### config.mk
export PLATFORM = sky130hd
export DESIGN_NAME = apmc_power_ctrl
export DESIGN_NICKNAME = d
export VERILOG_FILES = /design/src/include/apmc_pkg.sv /design/src/logic/apmc_rate_tick.sv /design/src/logic/apmc_power_ctrl.sv
export SDC_FILE = /design/constraint.sdc
export NUM_CORES = 1
export LEC_CHECK = 0
export BUFFER_PORTS_ARGS = -buffer_cell sky130_fd_sc_hd__buf_2
export CORE_AREA = 5 5 92 180
export CTS_CLUSTER_DIAMETER = 50
export DETAILED_ROUTE_END_ITERATION = 10
export DIE_AREA = 0 0 97 185
export GPL_TIMING_DRIVEN = 0
export HOLD_SLACK_MARGIN = 0.05
export PLACE_DENSITY = 0.67
export SLEW_MARGIN = 20
export SYNTH_ARGS = -nofsm -noshare
export SYNTH_HDL_FRONTEND = slang
export SYNTH_SLANG_ARGS = --single-unit
### constraint.sdc
create_clock -name clk -period 4.99 [get_ports clk]
set_input_delay 0.2495 -clock clk [delete_from_list [all_inputs] [get_ports clk]]
set_output_delay 0.2495 -clock clk [all_outputs]
set_load 0.01 [all_outputs]
### src/include/apmc_pkg.sv
// Shared constants and types for the accelerometer power mode controller
package apmc_pkg;

   // Register offsets on the register access port
   localparam logic [5:0] QUIET_LEVEL_OFS = 6'h25;
   localparam logic [5:0] QUIET_DURATION_OFS = 6'h26;
   localparam logic [5:0] RATE_POWER_OFS = 6'h2C;
   localparam logic [5:0] POWER_MODE_OFS = 6'h2D;

   // Field positions in power_mode_control
   localparam int MEASURE_BIT = 3;
   localparam int AUTOSLEEP_BIT = 4;
   localparam int LINK_BIT = 5;

   // Field positions in rate_and_power_select
   localparam int LOW_POWER_BIT = 4;
   localparam int RATE_LSB = 0;
   localparam int RATE_W = 4;

   // Values after reset
   localparam logic [7:0] QUIET_LEVEL_RST = 8'h00;
   localparam logic [7:0] QUIET_DURATION_RST = 8'h00;
   localparam logic [7:0] RATE_POWER_RST = 8'h0A;
   localparam logic [7:0] POWER_MODE_RST = 8'h00;

   // Rate code 1111 is the fastest rate, each lower code halves it
   localparam logic [3:0] RATE_TOP_CODE = 4'hF;
   // Sleep rate is 6.25 Hz, below the 8 Hz ceiling
   localparam logic [3:0] SLEEP_RATE_CODE = 4'h6;

   // Clock and timing figures
   localparam int CLK_PERIOD_NS = 5;
   localparam int CLK_HZ = 1_000_000_000 / CLK_PERIOD_NS;
   localparam int ODR_TOP_HZ = 3200;
   localparam int BASE_PERIOD_CYC = CLK_HZ / ODR_TOP_HZ;
   // Extra turn-on time on top of one output period
   localparam int WAKE_EXTRA_NS = 1_100_000;
   localparam int WAKE_EXTRA_CYC = WAKE_EXTRA_NS / CLK_PERIOD_NS;
   localparam int CNT_W = 32;

   // Power states, Gray coded along standby, warmup, measure, sleep
   typedef enum logic [1:0] {
      ST_STANDBY = 2'b00,
      ST_WARMUP = 2'b01,
      ST_MEASURE = 2'b11,
      ST_SLEEP = 2'b10
   } apmc_state_t;

   // One register access from the serial interface
   typedef struct packed {
      logic wrEn;
      logic rdEn;
      logic [5:0] addr;
      logic [7:0] wrData;
   } apmc_reg_req_t;

   // Power and sampling state shown to the sensing core
   typedef struct packed {
      logic sensorOn;
      logic sampleStrobe;
      logic firstValid;
      logic lowPowerActive;
      logic asleep;
      logic measuring;
   } apmc_status_t;

endpackage

### src/logic/apmc_rate_tick.sv
`timescale 1ns/1ps
// Output data rate divider: one-cycle tick per output period
module apmc_rate_tick #(
   parameter int BASE_PERIOD = apmc_pkg::BASE_PERIOD_CYC
) (
   // Clock and reset
   input wire logic clk,
   input wire logic rst_b,
   // Control
   input wire logic run,
   input wire logic restart,
   input wire logic [3:0] rateCode,
   // Tick out
   output logic tick
);

   logic [apmc_pkg::CNT_W-1:0] cnt_q;
   logic [apmc_pkg::CNT_W-1:0] cnt_d;
   logic [apmc_pkg::CNT_W-1:0] periodLast;
   logic [3:0] shiftAmt;

   // Period doubles for every code below the top; code 0000 still fits 32 bits
   always_comb begin
      shiftAmt = apmc_pkg::RATE_TOP_CODE - rateCode;
      periodLast = (apmc_pkg::CNT_W'(BASE_PERIOD) << shiftAmt) - apmc_pkg::CNT_W'(1);
   end

   // Count up; restart realigns the phase to the caller
   always_comb begin
      tick = 1'b0;
      cnt_d = cnt_q;
      if (restart || !run) begin
         cnt_d = '0;
      end else if (cnt_q >= periodLast) begin
         tick = 1'b1;
         cnt_d = '0;
      end else begin
         cnt_d = cnt_q + apmc_pkg::CNT_W'(1);
      end
   end

   always_ff @(posedge clk or negedge rst_b) begin
      if (!rst_b) begin
         cnt_q <= '0;
      end else begin
         cnt_q <= cnt_d;
      end
   end

endmodule // apmc_rate_tick

### src/logic/apmc_power_ctrl.sv
`timescale 1ns/1ps
// What this block does
// [RL1] Starts in standby with sensing off
// [RL2] Measure bit set enables all sensing
// [RL3] Measure bit cleared returns to standby
// [RL4] Registers read and written in standby
// [RL5] Host configures in standby, then measures
// [RL6] No sampling at all in standby
// [RL7] Standby entry never flushes FIFO contents
// [RL8] Low power bit lowers internal sampling
// [RL9] Host uses low power at 12.5-400 Hz
// [RL10] Four-bit code, 1111 3200 Hz, halving
// [RL11] Host loads quiet threshold and duration
// [RL12] Autosleep plus link bits enable sleeping
// [RL13] Sleep samples below 8 Hz
// [RL14] First output one period plus 1.1 ms
// [RL15] Standby configuration applies at measurement start
module apmc_power_ctrl #(
   parameter int BASE_PERIOD = apmc_pkg::BASE_PERIOD_CYC,
   parameter int WAKE_EXTRA = apmc_pkg::WAKE_EXTRA_CYC
) (
   // Clock and reset
   input wire logic clk,
   input wire logic rst_b,
   // Register access from the serial interface
   input wire apmc_pkg::apmc_reg_req_t regReq,
   output logic [7:0] regRdData,
   output logic regRdValid,
   // Events from motion detection, same clock
   input wire logic quietEvent,
   input wire logic activityEvent,
   // Settings handed to motion detection
   output logic [7:0] quietThreshold,
   output logic [7:0] quietDuration,
   // Sampling control to the sensing core
   output logic [3:0] sampleRateCode,
   output apmc_pkg::apmc_status_t status
);

   // Register file
   logic [7:0] quietLevel_q;
   logic [7:0] quietLevel_d;
   logic [7:0] quietDur_q;
   logic [7:0] quietDur_d;
   logic [7:0] ratePower_q;
   logic [7:0] ratePower_d;
   logic [7:0] powerMode_q;
   logic [7:0] powerMode_d;
   logic [7:0] rdData_q;
   logic [7:0] rdData_d;
   logic rdValid_q;
   logic rdValid_d;

   // Sequencer state
   apmc_pkg::apmc_state_t state_q;
   apmc_pkg::apmc_state_t state_d;
   logic [apmc_pkg::CNT_W-1:0] wait_q;
   logic [apmc_pkg::CNT_W-1:0] wait_d;
   logic extraDone_q;
   logic extraDone_d;
   logic [3:0] runRate_q;
   logic [3:0] runRate_d;
   logic runLowPower_q;
   logic runLowPower_d;
   logic [3:0] effRate_q;
   logic [3:0] effRate_d;
   apmc_pkg::apmc_status_t status_q;
   apmc_pkg::apmc_status_t status_d;

   logic divRun;
   logic divRestart;
   logic divTick;
   logic measureBit;
   logic autoSleepOn;

   // Registers are writable in every state, so standby setup always works
   // [RL4] any register accessible
   always_comb begin
      quietLevel_d = quietLevel_q;
      quietDur_d = quietDur_q;
      ratePower_d = ratePower_q;
      powerMode_d = powerMode_q;
      if (regReq.wrEn) begin
         unique case (regReq.addr)
            apmc_pkg::QUIET_LEVEL_OFS: quietLevel_d = regReq.wrData;
            apmc_pkg::QUIET_DURATION_OFS: quietDur_d = regReq.wrData;
            apmc_pkg::RATE_POWER_OFS: ratePower_d = regReq.wrData;
            apmc_pkg::POWER_MODE_OFS: powerMode_d = regReq.wrData;
            default: ; // Unmapped writes are dropped
         endcase
      end
   end

   // Read data returns one cycle after the strobe; unmapped reads give zero
   always_comb begin
      rdValid_d = regReq.rdEn;
      rdData_d = rdData_q;
      if (regReq.rdEn) begin
         unique case (regReq.addr)
            apmc_pkg::QUIET_LEVEL_OFS: rdData_d = quietLevel_q;
            apmc_pkg::QUIET_DURATION_OFS: rdData_d = quietDur_q;
            apmc_pkg::RATE_POWER_OFS: rdData_d = ratePower_q;
            apmc_pkg::POWER_MODE_OFS: rdData_d = powerMode_q;
            default: rdData_d = 8'h00;
         endcase
      end
   end

   always_ff @(posedge clk or negedge rst_b) begin
      if (!rst_b) begin
         quietLevel_q <= apmc_pkg::QUIET_LEVEL_RST;
         quietDur_q <= apmc_pkg::QUIET_DURATION_RST;
         ratePower_q <= apmc_pkg::RATE_POWER_RST;
         powerMode_q <= apmc_pkg::POWER_MODE_RST;
         rdData_q <= 8'h00;
         rdValid_q <= 1'b0;
      end else begin
         quietLevel_q <= quietLevel_d;
         quietDur_q <= quietDur_d;
         ratePower_q <= ratePower_d;
         powerMode_q <= powerMode_d;
         rdData_q <= rdData_d;
         rdValid_q <= rdValid_d;
      end
   end

   // Control bits decoded from the stored power mode register
   // [RL12] autosleep needs both bits
   always_comb begin
      measureBit = powerMode_q[apmc_pkg::MEASURE_BIT];
      autoSleepOn = powerMode_q[apmc_pkg::AUTOSLEEP_BIT] & powerMode_q[apmc_pkg::LINK_BIT];
   end

   // Power sequencer; next state and sampling control
   always_comb begin
      state_d = state_q;
      wait_d = wait_q;
      extraDone_d = extraDone_q;
      runRate_d = runRate_q;
      runLowPower_d = runLowPower_q;
      divRestart = 1'b0;
      status_d = status_q;
      status_d.sampleStrobe = 1'b0;
      status_d.firstValid = 1'b0;
      unique case (state_q)
         apmc_pkg::ST_STANDBY: begin
            if (measureBit) begin
               // [RL2] start measurement
               state_d = apmc_pkg::ST_WARMUP;
               wait_d = apmc_pkg::CNT_W'(WAKE_EXTRA);
               extraDone_d = 1'b0;
               // [RL15] latch standby configuration
               runRate_d = ratePower_q[apmc_pkg::RATE_LSB +: apmc_pkg::RATE_W];
               runLowPower_d = ratePower_q[apmc_pkg::LOW_POWER_BIT];
            end
         end
         apmc_pkg::ST_WARMUP: begin
            if (!measureBit) begin
               state_d = apmc_pkg::ST_STANDBY;
            end else if (!extraDone_q) begin
               // [RL14] settle time before period
               if (wait_q <= apmc_pkg::CNT_W'(1)) begin
                  extraDone_d = 1'b1;
                  divRestart = 1'b1;
               end else begin
                  wait_d = wait_q - apmc_pkg::CNT_W'(1);
               end
            end else if (divTick) begin
               // [RL14] first valid output
               state_d = apmc_pkg::ST_MEASURE;
               status_d.sampleStrobe = 1'b1;
               status_d.firstValid = 1'b1;
            end
         end
         apmc_pkg::ST_MEASURE: begin
            if (!measureBit) begin
               // [RL3] back to standby
               state_d = apmc_pkg::ST_STANDBY;
            end else if (autoSleepOn && quietEvent) begin
               // [RL12] inactivity puts it asleep
               state_d = apmc_pkg::ST_SLEEP;
               divRestart = 1'b1;
            end else begin
               status_d.sampleStrobe = divTick;
            end
         end
         apmc_pkg::ST_SLEEP: begin
            if (!measureBit) begin
               state_d = apmc_pkg::ST_STANDBY;
            end else if (activityEvent || !autoSleepOn) begin
               // Wake-up pays the same settle time as turn-on
               state_d = apmc_pkg::ST_WARMUP;
               wait_d = apmc_pkg::CNT_W'(WAKE_EXTRA);
               extraDone_d = 1'b0;
            end else begin
               status_d.sampleStrobe = divTick;
            end
         end
      endcase
      // [RL13] sleep uses the slow code
      effRate_d = (state_d == apmc_pkg::ST_SLEEP) ? apmc_pkg::SLEEP_RATE_CODE : runRate_d;
      // [RL1] sensing off in standby
      status_d.sensorOn = (state_d != apmc_pkg::ST_STANDBY);
      status_d.measuring = (state_d == apmc_pkg::ST_MEASURE);
      status_d.asleep = (state_d == apmc_pkg::ST_SLEEP);
      // [RL8] reduced internal sampling
      status_d.lowPowerActive = runLowPower_d && (state_d != apmc_pkg::ST_STANDBY);
   end

   // Divider stops in standby so no tick can reach the core
   // [RL6] no sampling in standby
   assign divRun = (state_q != apmc_pkg::ST_STANDBY);

   // [RL10] rate code to period
   apmc_rate_tick #(
      .BASE_PERIOD(BASE_PERIOD)
   ) rateTick (
      .clk(clk),
      .rst_b(rst_b),
      .run(divRun),
      .restart(divRestart),
      .rateCode(effRate_q),
      .tick(divTick)
   );

   // Standby entry only stops sampling; no flush is ever issued, so the FIFO keeps data
   // [RL7] FIFO left intact
   always_ff @(posedge clk or negedge rst_b) begin
      if (!rst_b) begin
         state_q <= apmc_pkg::ST_STANDBY;
         wait_q <= '0;
         extraDone_q <= 1'b0;
         runRate_q <= apmc_pkg::RATE_POWER_RST[3:0];
         runLowPower_q <= 1'b0;
         effRate_q <= apmc_pkg::RATE_POWER_RST[3:0];
         status_q <= '0;
      end else begin
         state_q <= state_d;
         wait_q <= wait_d;
         extraDone_q <= extraDone_d;
         runRate_q <= runRate_d;
         runLowPower_q <= runLowPower_d;
         effRate_q <= effRate_d;
         status_q <= status_d;
      end
   end

   // Outputs straight from flops
   assign regRdData = rdData_q;
   assign regRdValid = rdValid_q;
   assign quietThreshold = quietLevel_q;
   assign quietDuration = quietDur_q;
   assign sampleRateCode = effRate_q;
   assign status = status_q;

endmodule // apmc_power_ctrl

Yosys cells after proc, flatten, opt, wreduce, memory -nomap -nowiden. Cells that the tools add are included.

Flip-flop bits (word level): 123. Bits in latches: 0. Memory bits (writable): 0. ROM bits: 0. Input port bits: 20. Output and inout bits: 35. Word-level logic and storage cells: 105. Memories kept: 0.

$add $sub $neg: 4. Multipliers: 0. Div/mod/pow operators: 0. Magnitude comparators: 2. Equality and inequality tests: 15. Shift operators: 1. Multiplexer cells: 47. Bitwise gates (word level): 1. Reductions and logical operators: 16.

Operators with widths (count): $mux W32 (8); $pmux W32 S3 (1); $add A32 B1 Y32 const B (1); $ge A32 B32 Y1 (1); $le A32 B1 Y1 const B (1); $pmux W8 S4 (1); $shl A16 B4 Y32 const A (1); $sub A32 B1 Y32 const B (1); $sub A32 B2 Y32 const B (1); $eq A6 B6 Y1 const B (4); $mux W2 (11); $mux W1 (19); $mux W4 (3); $ne A2 B2 Y1 const B (6); $eq A2 B2 Y1 const B (4); $pmux W2 S4 (1); $reduce_and A2 Y1 (4); $reduce_and A7 Y1 (1); $pmux W1 S3 (2); $reduce_and A5 Y1 (1); $reduce_bool A2 Y1 (2); $sub A4 B4 Y4 const A (1); $reduce_bool A3 Y1 (1); $eq A2 B1 Y1 const B (1); 6 further kinds (9).

Logic depth before layout (Yosys ltp). Gate-level depths: netlist of run 1.

Depth after elaboration: 13. Gate-level depth with buffers: 18. Mapped depth without buffers: 16.

By module. From an unflattened synthesis of run 1, not the netlist that was laid out.

Cells, all modules: 804. Area, all modules: 7717.4 sq um.

By module, submodules not included: apmc_power_ctrl (instances 1, cells each 401, area an instance 4450.5 sq um); apmc_rate_tick (instances 1, cells each 403, area an instance 3266.9 sq um).

Least setup slack after synthesis of run 1. Ideal clock, no wire load.

Path kind: reg-to-reg. Start point: reg effRate_q[1] (netlist: sampleRateCode[1]). End point: reg rateTick.cnt_q[17] (netlist name). Library setup time: 72 ps. Data arrival time: 4372 ps. Data required time: 4918 ps. Setup slack: 547 ps. Cell stages (with the launch flop): 16. Path buffers: 2. Clock period less this slack: 4443 ps. Path through: dfstp_2 inv_1 ha_1 clkbuf_1 mux4_2 or3_1 or4b_4 xor2_1 ha_1 and2_0 a221o_1 a222oi_1 nor3b_1 nand3_1 buf_2 nor2_1.

Cells in the longest elaborated chain, start to end: 6.

RTL lines: from (decl) (line apmc_power_ctrl.sv:65) `logic [3:0] effRate_q;`; from (signal assigned) (line apmc_power_ctrl.sv:235) `effRate_q <= apmc_pkg::RATE_POWER_RST[3:0];`; from (signal assigned) (line apmc_power_ctrl.sv:243) `effRate_q <= effRate_d;`; $sub A4 B4 Y4 (line apmc_rate_tick.sv:24) `shiftAmt = apmc_pkg::RATE_TOP_CODE - rateCode;`; $shl A16 B4 Y32 (line apmc_rate_tick.sv:25) `periodLast = (apmc_pkg::CNT_W'(BASE_PERIOD) << shiftAmt) - apmc_pkg::CNT_W'(1);`; $sub A32 B2 Y32 (line apmc_rate_tick.sv:25); $ge A32 B32 Y1 (line apmc_rate_tick.sv:34) `end else if (cnt_q >= periodLast) begin`; $mux W32 (line apmc_rate_tick.sv:34); $mux W32 (line apmc_rate_tick.sv:32) `if (restart || !run) begin`; via rateTick.cnt_d, one bit (line apmc_rate_tick.sv:18) `logic [apmc_pkg::CNT_W-1:0] cnt_d;`; to (signal assigned) (line apmc_rate_tick.sv:46) `cnt_q <= cnt_d;`; to (decl) (line apmc_rate_tick.sv:17) `logic [apmc_pkg::CNT_W-1:0] cnt_q;`.

The timed path passes the listed nets, and every way through them passes these cells. A chain may end at the register's enable or synchronous reset.

Final worst setup path of run 1.
Start point: reg effRate_q[1] (netlist: sampleRateCode[1]). End point: reg rateTick.cnt_q[29] (netlist name).

Same word-level chain as after synthesis.

==> flow_summary.toml, run 1 <==
[status]
status = "finished, final reports clean"

[logic_synthesis]
seq_area_frac_synth = 0.418
ys_seq_elements = 123
synthAdderAreaFrac = 0.0712
syn_avg_cell_area_um2 = 9.84
ys_types = 67
synth_area_um2 = 7380
syn_nets = 812
synth-compound-area-share = 0.0995
synth_edf_count = 0
synthXorXnorAreaFrac = 0.0807
async_flop_share = 1.00
synth_cells = 750
synthMuxAreaShare = 0.0898
ys_warn_count = 0
synth_top_family_by_area = "simple AND/OR/NAND/NOR gates"
synth-simple-area-share = 0.209
synth_flop_cell = "dfrtp_1"

[clock_network]
cts_tree = "done"
clk_path_buf_depth = 2
clkTransAtPathRegs_ns = 0.06
clock_latency_ns = 0.42
cts_root_buf = "clkbuf_16"
clock_sinks = 123
numCtsBuffers = 17
cts_max_level = 4

[worst_setup_path]
critPathCaptureType = "flip-flop"
cpMostUsedCell = "ha_1"
worstPathCellList = "buf_4 -> ha_1 -> buf_6 -> inv_1 -> mux4_2 -> or3_1 -> or4b_4 -> xor2_1 -> ha_1 -> and2_0 -> a221o_1 -> a222oi_1 -> nor3b_4 -> nand3_2 -> clkbuf_4 -> nor2_1"
critPathMaxStageDelay_ns = 0.58
path_max_fanout = 10
critPathSlowestCell = "or4b_4"
start_kind = "flip-flop"
crit_type = "reg -> reg"
worstPathArrival_ns = 5.16
required_ns = 5.33

[floorplan]
core_area_um2 = 15100
die_x_um = 97
die_y_um = 185
fp-row-count = 64
initial_core_util = 0.488
die_area_um2 = 17900
ios = 55

[timing]
hold_viol_final = 0
max_slew_margin = 0.326
maxSlewViolCount = 0
timing.fmax_mhz = 207
worst_slew_pin_slew_ns = 1.01
min_period_ns = 4.82
timing.hold.ws_ns = 0.108
worst_slack_ns = 0.166
finalCritPeriodShare = 0.967
fin_skew_ns = 0.00960
setup_viol = 0

[placement]
globalplace.congestion = 0.886
place_ws_ns = -0.342
io_buffers = 54
dp_hpwl_mm = 12.5

[detailed_routing]
vias = 5999
routedWlPerCell_um = 16.9
firstDrtPassIters = 7
vias_per_cell = 5.76
initialDrtViolationCount = 383
ant_nets = 0
drc_errors = 0
totalWireLength_mm = 17.6

[grt]
grt_use_total = 0.204
grt_antenna_before_repair = 0
overflow = 0
grt_max_degree = 82
grt_pass1_vias = 6117
grt_pass1_wl_mm = 29.8

[cells_and_area]
nets = 892
layout_commonest_cell = "dfrtp_1"
layout_common_cells = "116 x dfrtp_1, 98 x nor2_1, 58 x buf_2, 54 x nand2_1, 46 x mux2_2"
drive_gt1_frac = 0.211
syn2layout_area_growth_pct = 16.9
n_antenna_cell = 0

[pwr]
pwr_density_cell_nw_per_um2 = 434
finalPower_w = 0.00374
leakage_nw = 3.89
ir_drop_uv = 253

[flow_run]
drv_cap = 0

[worst_hold_path]
hold_class = "in -> reg"
[worst paths after layout]
check	start	endpoint	slack (ns)	cells past startpoint
setup / recovery	sampleRateCode[1]$_DFF_PN1_	rateTick.cnt_q[29]$_DFF_PN0_	0.17	16
hold / removal	regReq[3]	quietThreshold[3]$_DFFE_PN0P_	0.11	2
setup reg to reg	sampleRateCode[1]$_DFF_PN1_	rateTick.cnt_q[29]$_DFF_PN0_	0.17	16
hold reg to reg	rateTick.cnt_q[0]$_DFF_PN0_	rateTick.cnt_q[0]$_DFF_PN0_	0.48	1
max in group asynchronous	rst_b	runRate_q[1]$_DFF_PN1_	3.92	3
min in group asynchronous	rst_b	wait_q[21]$_DFFE_PN0P_	0.31	2
[power by group]
group / switching [W] / internal [W] / leakage, nW / total [W]
Clock: 0.000475 / 0.000724 / 0.289 / 0.00120
Combinational: 0.000815 / 0.000560 / 1.98 / 0.00137
Sequential: 0.0000747 / 0.00110 / 1.62 / 0.00117
Total: 0.00137 / 0.00238 / 3.89 / 0.00374
[what timing repair did]
action | in CTS | in global routing
resized for setup | 5 | 8
hold buffers | 2 | 0
setup buffers | 3 | 3
endpoints found under the hold margin | 40 | 0
endpoints found under the setup margin | 36 | 34
pin swaps | 0 | 0
[kinds of logic after synthesis]
| kind of cell | count (synthesis) |
|---|---|
| flip-flops | 123 |
| adder cells (fa/ha/maj) | 42 |
| XOR/XNOR | 68 |
| other | 1 |
| buffers and inverters | 55 |
| multiplexers | 58 |
| AND/OR/NAND/NOR | 301 |
| AO/OA/AOI/OAI | 102 |
[flip-flops by register name (all words and copies together), names as in the netlist]
signal	flops
state_q	2
powerMode_q	8
quietDuration	8
runLowPower_q	1
sampleRateCode	4
rateTick.cnt_q	32
wait_q	32
runRate_q	4
quietThreshold	8
status	6
extraDone_q	1
regRdValid	1
ratePower_q	8
regRdData	8
[worst max-delay path, delay by kind of cell, from the launching register on]
| kind | cells | cell delay, ns |
|---|---|---|
| buffers and inverters | 4 | 0.58 |
| flip-flops | 1 | 0.57 |
| AO/OA/AOI/OAI | 2 | 0.60 |
| XOR/XNOR | 1 | 0.20 |
| multiplexers | 1 | 0.53 |
| adder cells (fa/ha/maj) | 2 | 0.47 |
| AND/OR/NAND/NOR | 6 | 1.80 |
[cells in the mapped netlist (5+ instances only)]
cell / n / area share
nor2_1: 98 / 0.050
ha_1: 42 / 0.071
dfrtp_1: 117 / 0.40
clkbuf_1: 17 / 0.0086
inv_1: 24 / 0.012
nand4b_1: 10 / 0.012
nand2_1: 54 / 0.027
mux2_2: 46 / 0.070
or3_1: 7 / 0.0059
and2_1: 12 / 0.010
and3_1: 13 / 0.011
xnor2_1: 24 / 0.028
dfstp_2: 6 / 0.021
nor2b_1: 5 / 0.0042
nand4_1: 12 / 0.010
o21ai_0: 14 / 0.0095
a222oi_1: 9 / 0.012
nand3_1: 40 / 0.027
nor4_1: 7 / 0.0059
mux2i_1: 10 / 0.014
and4_1: 6 / 0.0071
xor2_1: 44 / 0.052
o22ai_1: 10 / 0.0085
buf_2: 6 / 0.0041
a21oi_1: 26 / 0.018
a21o_1: 5 / 0.0051
nor3_1: 12 / 0.0081
[routing by layer]
layer,wire [µm],track usage
met1,7630,0.265
met5,0,0
met2,8710,0.334
met3,850,0.0392
met4,427,0.0849
[cell type report]
class	instances	area [µm²]
clock buffers	19	453
repair buffers	63	369
multi-input cells	572	4110
well taps	198	248
clock inverters	13	131
plain buffers	27	128
inverters	26	100
flip-flops and latches	123	3090
fillers	1320	6510
[stage by stage]
step | instances | setup TNS, ns | instance area, µm² | utilization
2_1_floorplan | 750 | 0 | 7380 | -
3_3_place_gp | 1002 | -9.00 | 7900 | 0.522
3_5_place_dp | 1003 | -9.44 | 7930 | 0.524
4_1_cts | 1040 | 0 | 8580 | 0.567
5_1_grt | 1041 | -0.332 | 8630 | 0.570
6_report | 1041 | 0 | 8630 | 0.570
(Power assumes the default switching activity.)
==> run 2, diff against run 1 <==
--- a/config.mk
+++ b/config.mk
@@ -5,11 +5,12 @@
 export SDC_FILE = /design/constraint.sdc
 export NUM_CORES = 1
 export LEC_CHECK = 0
+export ABC_AREA = 1
 export BUFFER_PORTS_ARGS = -buffer_cell sky130_fd_sc_hd__buf_2
-export CORE_AREA = 5 5 92 180
+export CORE_AREA = 5 5 97 189
 export CTS_CLUSTER_DIAMETER = 50
 export DETAILED_ROUTE_END_ITERATION = 10
-export DIE_AREA = 0 0 97 185
+export DIE_AREA = 0 0 102 194
 export GPL_TIMING_DRIVEN = 0
 export HOLD_SLACK_MARGIN = 0.05
 export PLACE_DENSITY = 0.67
==> run 2 against run 1 <==
Against the previous run:
- critical path depth is 5 higher
- cell count up 35%
- combinational power is 24% higher
- die area is 10% higher
- critical endpoint is now rateTick.cnt_q[11]$_DFF_PN0_
==> flow_summary.toml, run 2 <==
[status]
status = "finished, final reports clean"

[timing]
worst_slack_ns = 0.832
hold_viol_final = 0
timing.fmax_mhz = 240
min_period_ns = 4.16
grt_setup_unrepaired = "no"
max_slew_margin = 0.596
fin_skew_ns = 0.00819
finalCritPeriodShare = 0.833
worst_slew_pin_slew_ns = 0.601
setup_viol = 0
tns_ns = 0
maxSlewViolCount = 0

[clock_network]
clk_path_buf_depth = 2
numCtsBuffers = 17
cts_tree = "done"
cts_max_level = 4
clock_sinks = 123
clkTransAtPathRegs_ns = 0.06
cts_root_buf = "clkbuf_16"
post_cts_resized = 0
cts_setup_buffers = 0
clock_latency_ns = 0.42

[worst_setup_path]
crit_path_start = "sampleRateCode[1]$_DFF_PN1_"
start_kind = "flip-flop"
required_ns = 5.26
critPathCaptureType = "flip-flop"
r2r_setup_slack_ns = 0.83
worstPathArrival_ns = 4.43
path_max_fanout = 10
crit_type = "reg -> reg"
reg2regPathDepth = 21
cpMostUsedCell = "nand2_1"
critPathSlowestCell = "dfstp_2"
worstPathCellList = "inv_1 -> ha_1 -> inv_1 -> nand3_2 -> nand2_1 -> a21oi_1 -> nand4_1 -> inv_1 -> nand3b_4 -> o21bai_1 -> nand2_1 -> ha_1 -> nand2_1 -> nor2_1 -> and2_1 -> nand2_1 -> nor2_1 -> nand2_1 -> nand2_1 -> clkbuf_1 -> nor3_1"
critPathMaxStageDelay_ns = 0.62
timing.rr.end = "rateTick.cnt_q[11]$_DFF_PN0_"
r2r-start = "sampleRateCode[1]$_DFF_PN1_"

[cells_and_area]
layout_commonest_cell = "nand2_1"
layout_common_cells = "309 x nand2_1, 126 x nor2_1, 119 x inv_1, 117 x dfrtp_1, 78 x o21ai_0"
layout.filler_cells = 1661
multi_input_area_um2 = 4450
seqCellArea_um2 = 3090
n_antenna_cell = 0
drive_gt1_frac = 0.121
reg_top3 = "rateTick.cnt_q x32, wait_q x32"
syn2layout_area_growth_pct = 14.7
nets = 1243

[floorplan]
initial_core_util = 0.488
core_area_um2 = 16700
ios = 55
fp-row-count = 67
die_area_um2 = 19800
die_x_um = 102
die_y_um = 194

[placement]
place_ws_ns = 0.863
globalplace.congestion = 0.957
dp_hpwl_mm = 18.1
io_buffers = 54

[logic_synthesis]
ys_seq_elements = 123
seq_area_frac_synth = 0.379
yosysTopAreaCell = "dfrtp_1"
synth.area.top_cells = "dfrtp_1 36%, nand2_1 14%, ha_1 6.5%"
synth_cells = 1105
synthMuxAreaShare = 0.00554
synth_top_area_frac = 0.360
synth_edf_count = 0
synth_top_family_by_area = "simple AND/OR/NAND/NOR gates"
syn_avg_cell_area_um2 = 7.36
synth-compound-area-share = 0.0801
yosysMostFrequentCell = "nand2_1"
synthAdderAreaFrac = 0.0646
synth_flop_cell = "dfrtp_1"
synth-simple-area-share = 0.325
synthXorXnorAreaFrac = 0.0711
ys_types = 48
async_flop_share = 1.00
ys_warn_count = 0
syn_nets = 1167
synth_area_um2 = 8140
synthTopCellsByCount = "309 x nand2_1, 126 x nor2_1, 119 x inv_1"

[pwr]
p_sw_w = 0.00172
ir_drop_uv = 294
p_clk_frac = 0.302
intPower_w = 0.00249
leakage_nw = 4.61
power_frac_comb = 0.403
switching_share = 0.410
pwr_density_cell_nw_per_um2 = 451
p_seq_frac = 0.295

[detailed_routing]
drc_errors = 0
ant_nets = 0
totalWireLength_mm = 23.0
vias_per_cell = 5.38
initialDrtViolationCount = 315
vias = 7538
firstDrtPassIters = 6
routedWlPerCell_um = 16.4

[grt]
grt_use_met2 = 0.449
grt_pass1_vias = 7638
met1_usage = 0.243
grt_use_met3 = 0.0364
grt_antenna_before_repair = 0
overflow = 0
busiest_layer = "met2"
grt_pass1_wl_mm = 37.4
grt_max_degree = 73
grt_use_total = 0.242

[worst_hold_path]
hp-start = "regReq[3]"
holdPathEnd = "ratePower_q[3]$_DFFE_PN1P_"
min_path_cells = 3
hold_class = "in -> reg"

[flow_run]
drv_cap = 0
## run 2: cell count changes after synthesis, moves of 10 or more
cell / previous run / this run
inv_1: 24 / 119
mux2i_1: 10 / 0
and3_1: 13 / 1
and2_1: 12 / 1
o21ai_0: 14 / 78
a21oi_1: 26 / 15
nand2_1: 54 / 309
xor2_1: 44 / 55
nand4_1: 12 / 35
nor2_1: 98 / 126
nor3_1: 12 / 52
nand4b_1: 10 / 0
xnor2_1: 24 / 11
mux2_2: 46 / 4
## run 2: layout make-up
type                    instances  area share
inverters                     126      0.0507
clock buffers                  19      0.0475
plain buffers                  25      0.0137
repair buffers                 57      0.0347
flip-flops and latches        123       0.331
multi-input cells             831       0.477
clock inverters                13      0.0181
well taps                     207      0.0278
## run 2: timing repair
action / CTS / global route
endpoints found under the hold margin: 52 / 0
hold buffers: 2 / 0
endpoints found under the setup margin: 0 / 0
## run 2: kinds of logic after synthesis
group,count (synthesis)
simple gates,602
buf+inv,151
flops,123
compound gates,116
xor+xnor,66
fa+ha+maj,42
mux,4
other cells,1
## run 2: worst max-delay path: cells and delay by family, from the launching register on
family                     cells  cell delay [ns]
AOI/OAI and AO/OA              2             0.37
adders and majority gates      2             0.67
buffers and inverters          4             0.91
DFF                            1             0.62
and+or+nand+nor               13             1.43
## run 2: per-stage QoR
| step | total power [W] | instance area (µm²) | hold WS (ns) | std cells | util |
|---|---|---|---|---|---|
| global route | 0.00452 | 9330 | 0.157 | 1401 | 0.559 |
| global placement | 0.00292 | 8660 | 0.462 | 1366 | 0.519 |
| CTS | 0.00424 | 9330 | 0.139 | 1401 | 0.559 |
| detailed placement | 0.00295 | 8700 | 0.242 | 1367 | 0.521 |
| finish | 0.00421 | 9330 | 0.145 | 1401 | 0.559 |
| floorplan | 0.00246 | 8140 | -0.0461 | 1105 | - |
## run 2: worst max-delay path by stage
stage | cells after the start | slack, ns | end
6_report | 21 | 0.83 | rateTick.cnt_q[11]$_DFF_PN0_
4_1_cts | 21 | 0.85 | rateTick.cnt_q[11]$_DFF_PN0_
5_1_grt | 21 | 0.56 | rateTick.cnt_q[15]$_DFF_PN0_
2_1_floorplan | 21 | 1.70 | rateTick.cnt_q[10]$_DFF_PN0_
3_3_place_gp | 21 | 0.90 | rateTick.cnt_q[11]$_DFF_PN0_
3_5_place_dp | 21 | 0.86 | rateTick.cnt_q[11]$_DFF_PN0_
## run 2: layer usage
layer / up-vias / share of wire
met2: 180 / 0.56
met4: 0 / 0.061
met3: 79 / 0.029
met5: - / 0
met1: 3560 / 0.35
li1: 3719 / -
## run 2: power by group through the flow
stage	clock network, W	logic [W]	registers [W]
3_5_place_dp	0	0.00170	0.00126
2_1_floorplan	0	0.00123	0.00124
6_report	0.00127	0.00170	0.00124
5_1_grt	0.00134	0.00193	0.00125
3_3_place_gp	0	0.00167	0.00125
4_1_cts	0.00130	0.00171	0.00124
==> run 3, diff against run 2 <==
--- a/config.mk
+++ b/config.mk
@@ -13,7 +13,7 @@
 export DIE_AREA = 0 0 102 194
 export GPL_TIMING_DRIVEN = 0
 export HOLD_SLACK_MARGIN = 0.05
-export PLACE_DENSITY = 0.67
+export PLACE_DENSITY = 0.69
 export SLEW_MARGIN = 20
 export SYNTH_ARGS = -nofsm -noshare
 export SYNTH_HDL_FRONTEND = slang
==> constraint.sdc (replaced) <==
create_clock -name clk -period 3.6 [get_ports clk]
set_input_delay 0.18 -clock clk [delete_from_list [all_inputs] [get_ports clk]]
set_output_delay 0.18 -clock clk [all_outputs]
set_load 0.01 [all_outputs]
==> run 3 against run 2 <==
Against the previous run:
- worst hold slack worse by 0.072 ns
- critical path depth is 3 lower
- cell count increased by 1.9%
- die area unchanged
- largest power group unchanged
==> flow_summary.toml, run 3 (synthesis results as in run 2) <==
[pwr]
finalPower_w = 0.00617
ir_drop_uv = 454
pwr_density_cell_nw_per_um2 = 626
leakage_nw = 4.81

[worst_setup_path]
path_max_fanout = 10
start_kind = "flip-flop"
critPathMaxStageDelay_ns = 0.43
worstPathCellList = "clkinvlp_4 -> ha_4 -> inv_2 -> nand2_1 -> o21ai_1 -> inv_1 -> nand3_2 -> nand3b_1 -> nor2_2 -> a31oi_1 -> ha_1 -> a21o_1 -> nor2_1 -> nand2_2 -> a21oi_4 -> nand2_4 -> buf_4 -> nor3_1"
r2r_setup_slack_ns = 0.06
worstPathArrival_ns = 3.86
critPathSlowestCell = "dfrtp_2"
required_ns = 3.93
crit_type = "reg -> reg"
critPathCaptureType = "flip-flop"

[clock_network]
cts_max_level = 4
clock_sinks = 123
cts_tree = "done"
clk_path_buf_depth = 2
cts_root_buf = "clkbuf_16"
clkTransAtPathRegs_ns = 0.05
numCtsBuffers = 17
clock_latency_ns = 0.42

[grt]
grt_antenna_before_repair = 0
grt_pass1_wl_mm = 37.6
grt_use_total = 0.246
grt_max_degree = 71
overflow = 0
grt_pass1_vias = 7575

[floorplan]
die_area_um2 = 19800
initial_core_util = 0.488
die_x_um = 102
ios = 55
fp-row-count = 67
core_area_um2 = 16700
die_y_um = 194

[timing]
setup_viol = 0
timing.hold.ws_ns = 0.0736
maxSlewViolCount = 0
grt_setup_unrepaired = "yes"
fin_skew_ns = 0.00902
timing.fmax_mhz = 283
max_slew_margin = 0.615
tns_ns = 0
hold_viol_final = 0
worst_slew_pin_slew_ns = 0.575
finalCritPeriodShare = 0.982
min_period_ns = 3.54

[cells_and_area]
n_antenna_cell = 0
reg_top3 = "rateTick.cnt_q x32, wait_q x32"
nets = 1269
drive_gt1_frac = 0.197
syn2layout_area_growth_pct = 21.2
stdcell_count = 1427
layout_common_cells = "298 x nand2_1, 116 x dfrtp_1, 115 x nor2_1, 111 x inv_1, 75 x o21ai_0"
layout_commonest_cell = "nand2_1"
postLayoutCellArea_um2 = 9860

[detailed_routing]
vias = 7600
totalWireLength_mm = 23.8
vias_per_cell = 5.33
drc_errors = 0
initialDrtViolationCount = 240
firstDrtPassIters = 5
routedWlPerCell_um = 16.7
ant_nets = 0

[flow_run]
drv_cap = 0

[placement]
dp.cells = 1367
dp_hpwl_mm = 18.4
placedInstanceArea_um2 = 8700
io_buffers = 54
globalplace.congestion = 0.974

[status]
status = "finished, final reports clean"

[worst_hold_path]
hold_class = "in -> reg"
==> run 3: cell count changes in the layout (fill, tap and decap cells not counted), moves of 7 or more <==
cell / previous run / this run
nor2_1: 126 / 115
ha_1: 42 / 35
inv_1: 119 / 111
inv_2: 6 / 13
nand2_1: 309 / 298
nor3_1: 52 / 35
nor3_2: 0 / 16
nand2_2: 7 / 16
buf_4: 3 / 32
nor2_2: 4 / 11
==> run 3: per-stage QoR <==
stage | setup WS [ns] | utilization
after detailed placement | -0.496 | 0.521
after global routing | -0.172 | 0.591
final | 0.0643 | 0.591
after floorplan | 0.313 | -
after global placement | -0.508 | 0.519
after CTS | -0.00324 | 0.563
==> run 3: final cells by class <==
| type | instances | area [µm²] |
|---|---|---|
| Buffer | 25 | 139 |
| Tap cell | 207 | 259 |
| Clock inverter | 7 | 63.8 |
| Fill cell | 1550 | 6820 |
| Sequential cell | 123 | 3090 |
| Multi-Input combinational cell | 831 | 4810 |
| Timing Repair Buffer | 83 | 519 |
| Inverter | 126 | 477 |
| Clock buffer | 25 | 505 |
==> run 3: power breakdown <==
group | total, W | switching, W | internal (W)
Clock | 0.00164 | 0.000605 | 0.00104
Combinational | 0.00281 | 0.00182 | 0.000985
Sequential | 0.00172 | 0.000156 | 0.00156
==> run 3: worst paths after layout <==
| kind | startpoint | end | cells past startpoint |
|---|---|---|---|
| setup / recovery | sampleRateCode[0]$_DFF_PN0_ | rateTick.cnt_q[29]$_DFF_PN0_ | 18 |
| hold / removal | regReq[7] | quietDuration[7]$_DFFE_PN0P_ | 3 |
| setup reg to reg | sampleRateCode[0]$_DFF_PN0_ | rateTick.cnt_q[29]$_DFF_PN0_ | 18 |
| hold reg to reg | powerMode_q[7]$_DFFE_PN0P_ | powerMode_q[7]$_DFFE_PN0P_ | 2 |
| max in group asynchronous | rst_b | sampleRateCode[3]$_DFF_PN1_ | 3 |
| min in group asynchronous | rst_b | wait_q[26]$_DFFE_PN0P_ | 2 |
==> run 3: worst max-delay path, delay by kind of cell (launching register included) <==
kind / cells / cell delay [ns]
adder cells (fa/ha/maj): 2 / 0.61
AND/OR/NAND/NOR: 8 / 0.84
AO/OA/AOI/OAI: 4 / 0.92
buffers and inverters: 4 / 0.63
flip-flops: 1 / 0.43
==> run 3: layer usage <==
metal | routed length (µm) | up-vias | global-route usage
met1 | 8070 | 3550 | 0.242
met4 | 1560 | 0 | 0.152
met2 | 13500 | 200 | 0.458
met5 | 0 | - | 0
li1 | - | 3769 | -
met3 | 706 | 81 | 0.0378
==> run 3: timing repair <==
item / CTS / global route
gates resized for setup: 23 / 75
endpoints found under the setup margin: 36 / 36
setup buffers: 4 / 22
endpoints found under the hold margin: 54 / 0
pin swaps: 3 / 33
hold buffers: 2 / 0
